**src/timers_pkg.sv**
```systemverilog
// Package with register map, field positions and constants for the timers
package timers_pkg;

  localparam int unsigned ADDR_W = 8;
  localparam int unsigned NUM_TIMERS = 3;

  // Register byte offsets
  localparam logic [7:0] OFS_A_CONTROL = 8'h00;
  localparam logic [7:0] OFS_A_COUNT   = 8'h04;
  localparam logic [7:0] OFS_A_PERIOD  = 8'h08;
  localparam logic [7:0] OFS_B_CONTROL = 8'h0C;
  localparam logic [7:0] OFS_B_COUNT   = 8'h10;
  localparam logic [7:0] OFS_B_PERIOD  = 8'h14;
  localparam logic [7:0] OFS_C_CONTROL = 8'h18;
  localparam logic [7:0] OFS_C_COUNT   = 8'h1C;
  localparam logic [7:0] OFS_C_PERIOD  = 8'h20;
  localparam logic [7:0] OFS_FLAGS     = 8'h24;
  localparam logic [7:0] OFS_STRIDE    = 8'h0C;

  // Control field positions
  localparam int unsigned BIT_RUN      = 15;
  localparam int unsigned BIT_IDLE     = 13;
  localparam int unsigned BIT_GATED    = 6;
  localparam int unsigned BIT_PSC_HI   = 5;
  localparam int unsigned BIT_PSC_LO   = 4;
  localparam int unsigned BIT_PAIR     = 3;
  localparam int unsigned BIT_SYNC     = 2;
  localparam int unsigned BIT_CLK_SRC  = 1;

  // Writable bit masks per control register
  localparam logic [15:0] MASK_A_CONTROL = 16'hA076;
  localparam logic [15:0] MASK_B_CONTROL = 16'hA07A;
  localparam logic [15:0] MASK_C_CONTROL = 16'hA072;

  // Reset values
  localparam logic [15:0] RST_CONTROL = 16'h0000;
  localparam logic [15:0] RST_COUNT   = 16'h0000;
  localparam logic [15:0] RST_PERIOD  = 16'hFFFF;

  // Prescaler terminal counts (divide minus one)
  localparam logic [7:0] PSC_LIM_1   = 8'h00;
  localparam logic [7:0] PSC_LIM_8   = 8'h07;
  localparam logic [7:0] PSC_LIM_64  = 8'h3F;
  localparam logic [7:0] PSC_LIM_256 = 8'hFF;

  typedef enum logic [1:0] {
    PSC_DIV1   = 2'b00,
    PSC_DIV8   = 2'b01,
    PSC_DIV64  = 2'b10,
    PSC_DIV256 = 2'b11
  } prescale_t;

endpackage : timers_pkg

```
**src/general_purpose_timers.sv**
```systemverilog
// Three 16-bit timers, B and C pairable to 32 bits, APB register slave
// Behaviour
// Timer A runs as timer, synchronous counter or asynchronous counter.
// Timer A flags on period match or gate falling edge when gated.
// Control bit 15 starts the timer when 1, stops when 0.
// Bit 13 set halts the timer during Idle; clear keeps it running.
// Gated bit 6 ignored with external clock; else enables gating.
// Bits 5-4 prescale input clock by 1, 8, 64 or 256.
// Timer A bit 2 selects synchronised external clock; ignored if internal.
// Bit 1 selects external pin rising edges, else internal clock.
// Timer B bit 3 pairs B and C into one 32-bit timer.
// When paired B holds the low word, C the high word.
// When paired all timer C control bits are ignored.
// Paired period match sets timer C flag, not timer B.
// Paired period is C period upper word, B period lower word.
// Paired count reads as C count upper and B count lower.
// Timers B and C offer no asynchronous counting.
// Paired timer flags when 32-bit count equals 32-bit period.
// When paired timer B run bit starts and stops the 32-bit timer.
// Timers B and C counts feed capture and compare as time bases.
// Only the paired timer produces the converter trigger.
// Timers keep working in Idle or Sleep subject to idle halt; the code stops all but asynchronous timer A in Sleep.
// Software sets pairing, prescale, clock, period, then run bit.
// At period match count returns to zero next tick; flag set.
// Gated accumulation counts internal ticks only while gate high.
// Unimplemented control bits read zero and ignore writes.
`timescale 1ns/10ps

module general_purpose_timers (
  input  wire logic        pclk,
  input  wire logic        presetn,
  input  wire logic        psel,
  input  wire logic        penable,
  input  wire logic        pwrite,
  input  wire logic [7:0]  paddr,
  input  wire logic [31:0] pwdata,
  output logic             pready,
  output logic [31:0]      prdata,
  output logic             pslverr,
  input  wire logic        cpu_idle,
  input  wire logic        cpu_sleep,
  input  wire logic        timer_a_ext_clock_pin,
  input  wire logic        timer_b_ext_clock_pin,
  input  wire logic        timer_c_ext_clock_pin,
  input  wire logic        timer_a_gate_pin,
  input  wire logic        timer_b_gate_pin,
  input  wire logic        timer_c_gate_pin,
  output logic [2:0]       timer_irq_flag,
  output logic [15:0]      timer_b_count,
  output logic [15:0]      timer_c_count,
  output logic             converter_trigger
);

  logic [2:0][15:0] ctrl_r;
  logic [2:0][15:0] count_r;
  logic [2:0][15:0] period_r;
  logic [2:0]       flags_r;
  logic [2:0][7:0]  psc_r;
  logic [2:0]       clk_s1_r;
  logic [2:0]       clk_s2_r;
  logic [2:0]       clk_s3_r;
  logic [2:0]       gate_s1_r;
  logic [2:0]       gate_s2_r;
  logic [2:0]       gate_s3_r;
  logic [31:0]      prdata_r;
  logic             trig_r;

  logic [2:0]       pins_clk;
  logic [2:0]       pins_gate;
  logic [2:0]       tick_own;
  logic [2:0]       tick;
  logic [2:0]       run_eff;
  logic [2:0]       gate_fall_ev;
  logic [2:0]       flag_set;
  logic             pair;
  logic             match32;
  logic             wr_en;
  logic             rd_setup;
  logic             mapped;

  assign pins_clk  = {timer_c_ext_clock_pin, timer_b_ext_clock_pin,
                      timer_a_ext_clock_pin};
  assign pins_gate = {timer_c_gate_pin, timer_b_gate_pin, timer_a_gate_pin};

  assign pair = ctrl_r[1][timers_pkg::BIT_PAIR];

  // Pin synchronisers, third stage only for edge detection
  always_ff @(posedge pclk or negedge presetn)
  begin
    if (!presetn)
    begin
      clk_s1_r  <= 3'h0;
      clk_s2_r  <= 3'h0;
      clk_s3_r  <= 3'h0;
      gate_s1_r <= 3'h0;
      gate_s2_r <= 3'h0;
      gate_s3_r <= 3'h0;
    end
    else
    begin
      clk_s1_r  <= pins_clk;
      clk_s2_r  <= clk_s1_r;
      clk_s3_r  <= clk_s2_r;
      gate_s1_r <= pins_gate;
      gate_s2_r <= gate_s1_r;
      gate_s3_r <= gate_s2_r;
    end
  end

  function automatic logic [7:0] psc_limit(input logic [1:0] code);
    logic [7:0] lim;
    lim = timers_pkg::PSC_LIM_1;
    case (code)
      timers_pkg::PSC_DIV1:   lim = timers_pkg::PSC_LIM_1;
      timers_pkg::PSC_DIV8:   lim = timers_pkg::PSC_LIM_8;
      timers_pkg::PSC_DIV64:  lim = timers_pkg::PSC_LIM_64;
      timers_pkg::PSC_DIV256: lim = timers_pkg::PSC_LIM_256;
      default:                lim = timers_pkg::PSC_LIM_1;
    endcase
    return lim;
  endfunction : psc_limit

  // Per-timer clock source, gating, prescaler and run qualification
  genvar gi;
  generate
    for (gi = 0; gi < 3; gi++)
    begin : g_tmr
      logic       ext_sel;
      logic       gated;
      logic       async_mode;
      logic       src_ev;
      logic [7:0] lim;

      assign ext_sel = ctrl_r[gi][timers_pkg::BIT_CLK_SRC];
      assign gated   = ctrl_r[gi][timers_pkg::BIT_GATED] & ~ext_sel;
      // Only timer A may count asynchronously
      if (gi == 0)
      begin : g_async
        assign async_mode = ext_sel &
                            ~ctrl_r[gi][timers_pkg::BIT_SYNC];
      end
      else
      begin : g_sync
        assign async_mode = 1'b0;
      end

      // Ungated internal clock counts every cycle; gate high only
      assign src_ev = ext_sel ? (clk_s2_r[gi] & ~clk_s3_r[gi])
                              : (~gated | gate_s2_r[gi]);
      assign lim = psc_limit(ctrl_r[gi][timers_pkg::BIT_PSC_HI:
                                        timers_pkg::BIT_PSC_LO]);

      // Sleep stops all but the asynchronous counter
      assign run_eff[gi] = ctrl_r[gi][timers_pkg::BIT_RUN] &
                           ~(cpu_idle &
                             ctrl_r[gi][timers_pkg::BIT_IDLE]) &
                           ~(cpu_sleep & ~async_mode);

      assign tick_own[gi] = run_eff[gi] & src_ev & (psc_r[gi] == lim);

      assign gate_fall_ev[gi] = run_eff[gi] & gated &
                                ~gate_s2_r[gi] & gate_s3_r[gi];

      always_ff @(posedge pclk or negedge presetn)
      begin
        if (!presetn)
          psc_r[gi] <= 8'h00;
        else if (!run_eff[gi])
          psc_r[gi] <= 8'h00;
        else if (src_ev)
        begin
          if (psc_r[gi] >= lim)
            psc_r[gi] <= 8'h00;
          else
            psc_r[gi] <= psc_r[gi] + 8'h01;
        end
      end
    end
  endgenerate

  // Paired timer C follows timer B clocking entirely
  assign tick[0] = tick_own[0];
  assign tick[1] = tick_own[1];
  assign tick[2] = pair ? tick_own[1] : tick_own[2];

  assign match32 = pair &&
                   ({count_r[2], count_r[1]} ==
                    {period_r[2], period_r[1]});

  // APB decode
  assign wr_en    = psel & penable & pwrite;
  assign rd_setup = psel & ~penable & ~pwrite;
  assign mapped   = (paddr[1:0] == 2'b00) &&
                    (paddr <= timers_pkg::OFS_FLAGS);
  assign pready   = 1'b1;
  assign pslverr  = psel & penable & ~mapped;
  assign prdata   = prdata_r;

  // Control registers with writable masks
  always_ff @(posedge pclk or negedge presetn)
  begin
    if (!presetn)
    begin
      ctrl_r[0] <= timers_pkg::RST_CONTROL;
      ctrl_r[1] <= timers_pkg::RST_CONTROL;
      ctrl_r[2] <= timers_pkg::RST_CONTROL;
    end
    else if (wr_en)
    begin
      if (paddr == timers_pkg::OFS_A_CONTROL)
        ctrl_r[0] <= pwdata[15:0] & timers_pkg::MASK_A_CONTROL;
      if (paddr == timers_pkg::OFS_B_CONTROL)
        ctrl_r[1] <= pwdata[15:0] & timers_pkg::MASK_B_CONTROL;
      if (paddr == timers_pkg::OFS_C_CONTROL)
        ctrl_r[2] <= pwdata[15:0] & timers_pkg::MASK_C_CONTROL;
    end
  end

  // Period registers
  always_ff @(posedge pclk or negedge presetn)
  begin
    if (!presetn)
    begin
      period_r[0] <= timers_pkg::RST_PERIOD;
      period_r[1] <= timers_pkg::RST_PERIOD;
      period_r[2] <= timers_pkg::RST_PERIOD;
    end
    else if (wr_en)
    begin
      if (paddr == timers_pkg::OFS_A_PERIOD)
        period_r[0] <= pwdata[15:0];
      if (paddr == timers_pkg::OFS_B_PERIOD)
        period_r[1] <= pwdata[15:0];
      if (paddr == timers_pkg::OFS_C_PERIOD)
        period_r[2] <= pwdata[15:0];
    end
  end

  // Timer A count
  always_ff @(posedge pclk or negedge presetn)
  begin
    if (!presetn)
      count_r[0] <= timers_pkg::RST_COUNT;
    else if (wr_en && paddr == timers_pkg::OFS_A_COUNT)
      count_r[0] <= pwdata[15:0];
    else if (tick[0])
    begin
      if (count_r[0] == period_r[0])
        count_r[0] <= 16'h0000;
      else
        count_r[0] <= count_r[0] + 16'h0001;
    end
  end

  // Timer B count, low word when paired
  always_ff @(posedge pclk or negedge presetn)
  begin
    if (!presetn)
      count_r[1] <= timers_pkg::RST_COUNT;
    else if (wr_en && paddr == timers_pkg::OFS_B_COUNT)
      count_r[1] <= pwdata[15:0];
    else if (tick[1])
    begin
      if (pair ? match32 : (count_r[1] == period_r[1]))
        count_r[1] <= 16'h0000;
      else
        count_r[1] <= count_r[1] + 16'h0001;
    end
  end

  // Timer C count, high word when paired
  always_ff @(posedge pclk or negedge presetn)
  begin
    if (!presetn)
      count_r[2] <= timers_pkg::RST_COUNT;
    else if (wr_en && paddr == timers_pkg::OFS_C_COUNT)
      count_r[2] <= pwdata[15:0];
    else if (tick[2])
    begin
      if (pair)
      begin
        if (match32)
          count_r[2] <= 16'h0000;
        else if (count_r[1] == 16'hFFFF)
          count_r[2] <= count_r[2] + 16'h0001;
      end
      else if (count_r[2] == period_r[2])
        count_r[2] <= 16'h0000;
      else
        count_r[2] <= count_r[2] + 16'h0001;
    end
  end

  // Flag events
  assign flag_set[0] = (tick[0] && count_r[0] == period_r[0]) |
                       gate_fall_ev[0];
  assign flag_set[1] = ~pair &
                       ((tick[1] && count_r[1] == period_r[1]) |
                        gate_fall_ev[1]);
  assign flag_set[2] = pair ? ((tick[1] & match32) | gate_fall_ev[1])
                            : ((tick[2] && count_r[2] == period_r[2]) |
                               gate_fall_ev[2]);

  // Sticky flags, write one to clear, set wins
  always_ff @(posedge pclk or negedge presetn)
  begin
    if (!presetn)
      flags_r <= 3'h0;
    else if (wr_en && paddr == timers_pkg::OFS_FLAGS)
      flags_r <= (flags_r & ~pwdata[2:0]) | flag_set;
    else
      flags_r <= flags_r | flag_set;
  end

  // Converter trigger pulse from the paired timer only
  always_ff @(posedge pclk or negedge presetn)
  begin
    if (!presetn)
      trig_r <= 1'b0;
    else
      trig_r <= pair & tick[1] & match32;
  end

  // Read data captured in the setup phase
  always_ff @(posedge pclk or negedge presetn)
  begin
    if (!presetn)
      prdata_r <= 32'h00000000;
    else if (rd_setup)
    begin
      case (paddr)
        timers_pkg::OFS_A_CONTROL: prdata_r <= {16'h0000, ctrl_r[0]};
        timers_pkg::OFS_A_COUNT:   prdata_r <= {16'h0000, count_r[0]};
        timers_pkg::OFS_A_PERIOD:  prdata_r <= {16'h0000, period_r[0]};
        timers_pkg::OFS_B_CONTROL: prdata_r <= {16'h0000, ctrl_r[1]};
        timers_pkg::OFS_B_COUNT:   prdata_r <= {16'h0000, count_r[1]};
        timers_pkg::OFS_B_PERIOD:  prdata_r <= {16'h0000, period_r[1]};
        timers_pkg::OFS_C_CONTROL: prdata_r <= {16'h0000, ctrl_r[2]};
        timers_pkg::OFS_C_COUNT:   prdata_r <= {16'h0000, count_r[2]};
        timers_pkg::OFS_C_PERIOD:  prdata_r <= {16'h0000, period_r[2]};
        timers_pkg::OFS_FLAGS:     prdata_r <= {29'h00000000, flags_r};
        default:                   prdata_r <= 32'h00000000;
      endcase
    end
  end

  assign timer_irq_flag    = flags_r;
  assign timer_b_count     = count_r[1];
  assign timer_c_count     = count_r[2];
  assign converter_trigger = trig_r;

endmodule : general_purpose_timers

```
**config.mk**
```make
export PLATFORM = sky130hd
export DESIGN_NAME = general_purpose_timers
export DESIGN_NICKNAME = d
export VERILOG_FILES = /design/src/timers_pkg.sv /design/src/general_purpose_timers.sv
export SDC_FILE = /design/constraint.sdc
export NUM_CORES = 1
export LEC_CHECK = 0
export BUFFER_PORTS_ARGS = -buffer_cell sky130_fd_sc_hd__buf_2
export CAP_MARGIN = 5
export CORE_ASPECT_RATIO = 0.7
export CORE_MARGIN = 2
export CORE_UTILIZATION = 35
export CTS_BUF_LIST = sky130_fd_sc_hd__clkbuf_4
export DETAILED_ROUTE_END_ITERATION = 8
export GPL_TIMING_DRIVEN = 0
export MAX_ROUTING_LAYER = met4
export PLACE_DENSITY = 0.58
export SYNTH_ARGS = -nofsm -noshare
export SYNTH_HDL_FRONTEND = slang
export SYNTH_SLANG_ARGS = --single-unit
```
**constraint.sdc**
```tcl
create_clock -name pclk -period 2.5 [get_ports pclk]
set_input_delay 0.5 -clock pclk [delete_from_list [all_inputs] [get_ports pclk]]
set_output_delay 0.5 -clock pclk [all_outputs]
set_load 0.1 [all_outputs]
```
==> flow_summary.json <==
{
  "status": "complete, no violations",
  "worst_setup_path_start_kind": "primary input",
  "ys_seq_elements": 178,
  "p_comb_share_pct": 23.7,
  "maxCapViolCount": 0,
  "ir_drop_mv": 0.3225,
  "hold_violations": 0,
  "clock_skew_ns": 0.02849,
  "synth_edf_count": 0,
  "synthesis.area_um2": 10320,
  "slew_viol_final": 0,
  "wl_met1_um": 16420,
  "track_usage_pct": 22.68,
  "htreeDepth": 4,
  "r2r_slack_ns": 0.04,
  "setup_tns_ns": 0,
  "grt_pass1_wl_um": 51010,
  "start_util_pct": 35.65,
  "via_count": 8887,
  "avgViaCountPerCell": 5.693,
  "pin_count": 123,
  "period_share_pct": 98.62,
  "synth-async-reset-ratio_pct": 100.0,
  "clock-sinks": 178,
  "placed_cells": 1498,
  "ys_seq_area_share_pct": 43.74,
  "drt_iter0_drc": 960,
  "die_x_um": 209.3,
  "synth_top_area_share_pct": 31.52,
  "die_area_um2": 30900,
  "p_sw_share_pct": 38.11,
  "grt_overflow": 0,
  "synthFlopType": "dfrtp_1",
  "cp_max_fo": 8,
  "grt_max_degree": 108,
  "dpl-instance-area_um2": 11310,
  "ctsRootBufferMaster": "clkbuf_4",
  "hold_path_class": "in2reg",
  "synth_cell_type_count": 75,
  "final_common_cell": "dfrtp_1",
  "core-area_um2": 28950,
  "p_seq_share_pct": 51.3,
  "crit_path_end_kind": "flop",
  "area_delta_synth_final_pct": 18.24,
  "io_buffer_count": 83,
  "path_class": "in2reg",
  "p_int_uw": 3778,
  "ant_nets": 0,
  "synth_area_leaders": "dfrtp_1 32%, dfstp_2 12%, mux2_2 7.5%",
  "top_layer": "met4",
  "crit_required_ns": 3.02,
  "drive_above_1_share_pct": 33.76,
  "yosys_warnings": 0,
  "stdcell_count": 1561,
  "routed_wl_um": 33980,
  "power_uw": 6105,
  "cts_made_buffers": 17,
  "routabilityCongestion": 0.9138,
  "rsz0062_at_grt": "yes",
  "finalSetupViolations": 0,
  "route.met3.wl_um": 3687,
  "worstPathArrival_ns": 2.98,
  "leakagePower_uw": 0.005191,
  "dr.pass1.iters": 6,
  "period_needed_ns": 2.465,
  "row_count": 52,
  "fin_nets": 1246,
  "antenna_found_initial": 0,
  "power_density_nw_per_um2": 500.2,
  "die_h_um": 147.7,
  "worstMarginPinSlew_ns": 1.119,
  "max_freq_mhz": 405.6,
  "slew_headroom_pct": 25.22,
  "final_area_um2": 12200,
  "routed-wl-met2_um": 13630,
  "power_frac_clock_pct": 25.1,
  "cts_tree": "yes",
  "grt_pass1_vias": 8085,
  "layout_common_cells": "110 x dfrtp_1, 88 x buf_2, 73 x buf_4",
  "switchingPower_uw": 2327,
  "wl_per_cell_um": 21.77,
  "cts.clk_slew.worst_paths_ns": 0.16,
  "clockBufferDepth": 2,
  "yosysTopAreaCell": "dfrtp_1",
  "dp_hpwl_um": 25150,
  "drc": 0,
  "postSynthAreaPerCell_um2": 10.11,
  "whs_ns": 0.2283,
  "worst_skew_pair.late_latency_ns": 0.61,
  "syn_inst": 1021
}
## flip-flops by register name, summed over array words and instances, names as in the netlist, 16 cells and up
name           flops
timer_c_count     16
ctrl_r            20
period_r          48
prdata            16
count_r           16
psc_r             24
timer_b_count     16
## logic make-up (layout without fill, tap and decap cells)
| logic type | after synthesis | in the layout | share of synthesized area [%] |
|---|---|---|---|
| simple gates | 320 | 320 | 16.81 |
| compound gates | 255 | 256 | 18.00 |
| flops | 178 | 178 | 43.74 |
| buf+inv | 118 | 263 | 6.255 |
| mux | 70 | 70 | 7.625 |
| xor+xnor | 54 | 54 | 4.582 |
| fa+ha+maj | 24 | 24 | 2.909 |
| other cells | 2 | 18 | 0.07276 |
## synthesized netlist by cell type, types with 22 or more instances
master	count
dfrtp_1	130
nor2_1	72
mux2_2	69
nand2_1	68
xnor2_1	53
o21ai_0	50
buf_4	49
dfstp_2	48
clkbuf_1	33
nand3_1	31
a31oi_1	28
ha_1	24
a22oi_1	23
a21oi_1	22
nand4_1	22
## power by group through the flow
stage	Clock [uW]	Combinational (uW)	Sequential [uW]
floorplan	0	627	3460
global placement	0	1270	3170
detailed placement	0	1280	3170
CTS	1570	1380	3120
global route	1680	1520	3140
finish	1530	1440	3130
## layer usage
layer  GRT usage, %  up-vias
met5              -        -
met4          2.964        0
met3          6.055       22
met2          29.82      389
met1          34.94     4416
li1               -     4060
## timing repair
item,in CTS,in global routing
hold buffers,7,0
resized for setup,39,66
cloned,0,1
setup endpoints to repair,57,64
buffers inserted,10,14
pin swaps,9,16
endpoints found under the hold margin,73,0
## through the flow
stage	util, %	setup slack, ns
CTS	40.93	-0.01608
global route	42.14	-0.04477
floorplan	-	0.09992
detailed placement	39.06	-0.7614
global placement	38.93	-2.107
finish	42.15	0.03453
## layout make-up
class                   count  area (um2)
diodes                      1       2.502
plain buffers              95       589.3
clock buffers              17       127.6
clock inverters            15       110.1
fillers                  2833       16750
inverters                  21       78.83
multi-input cells         741        5577
flip-flops and latches    178        4539
well taps                 378       473.0
repair buffers            115       706.9
## critical path, stage by stage
cell and delay [ns]:
buf_2 0.17, nor4bb_1 0.61, and2_1 0.22, clkbuf_1 0.43
nand2_1 0.31, o21a_4 0.24, a41o_1 0.20, a221o_1 0.29
## final timing paths
path,startpoint,cells after the start,end
max,paddr[3],8,timer_c_count[6]$_DFFE_PN0P_
min,pwdata[10],3,timer_c_count[10]$_DFFE_PN0P_
max reg2reg,ctrl_r[21]$_DFFE_PN0P_,7,timer_c_count[6]$_DFFE_PN0P_
min reg2reg,clk_s1_r[0]$_DFF_PN0_,0,clk_s2_r[0]$_DFF_PN0_
max in group asynchronous,presetn,3,ctrl_r[1]$_DFFE_PN0P_
min in group asynchronous,presetn,2,timer_c_count[4]$_DFFE_PN0P_
No activity file was read; power rests on OpenSTA's default activity.
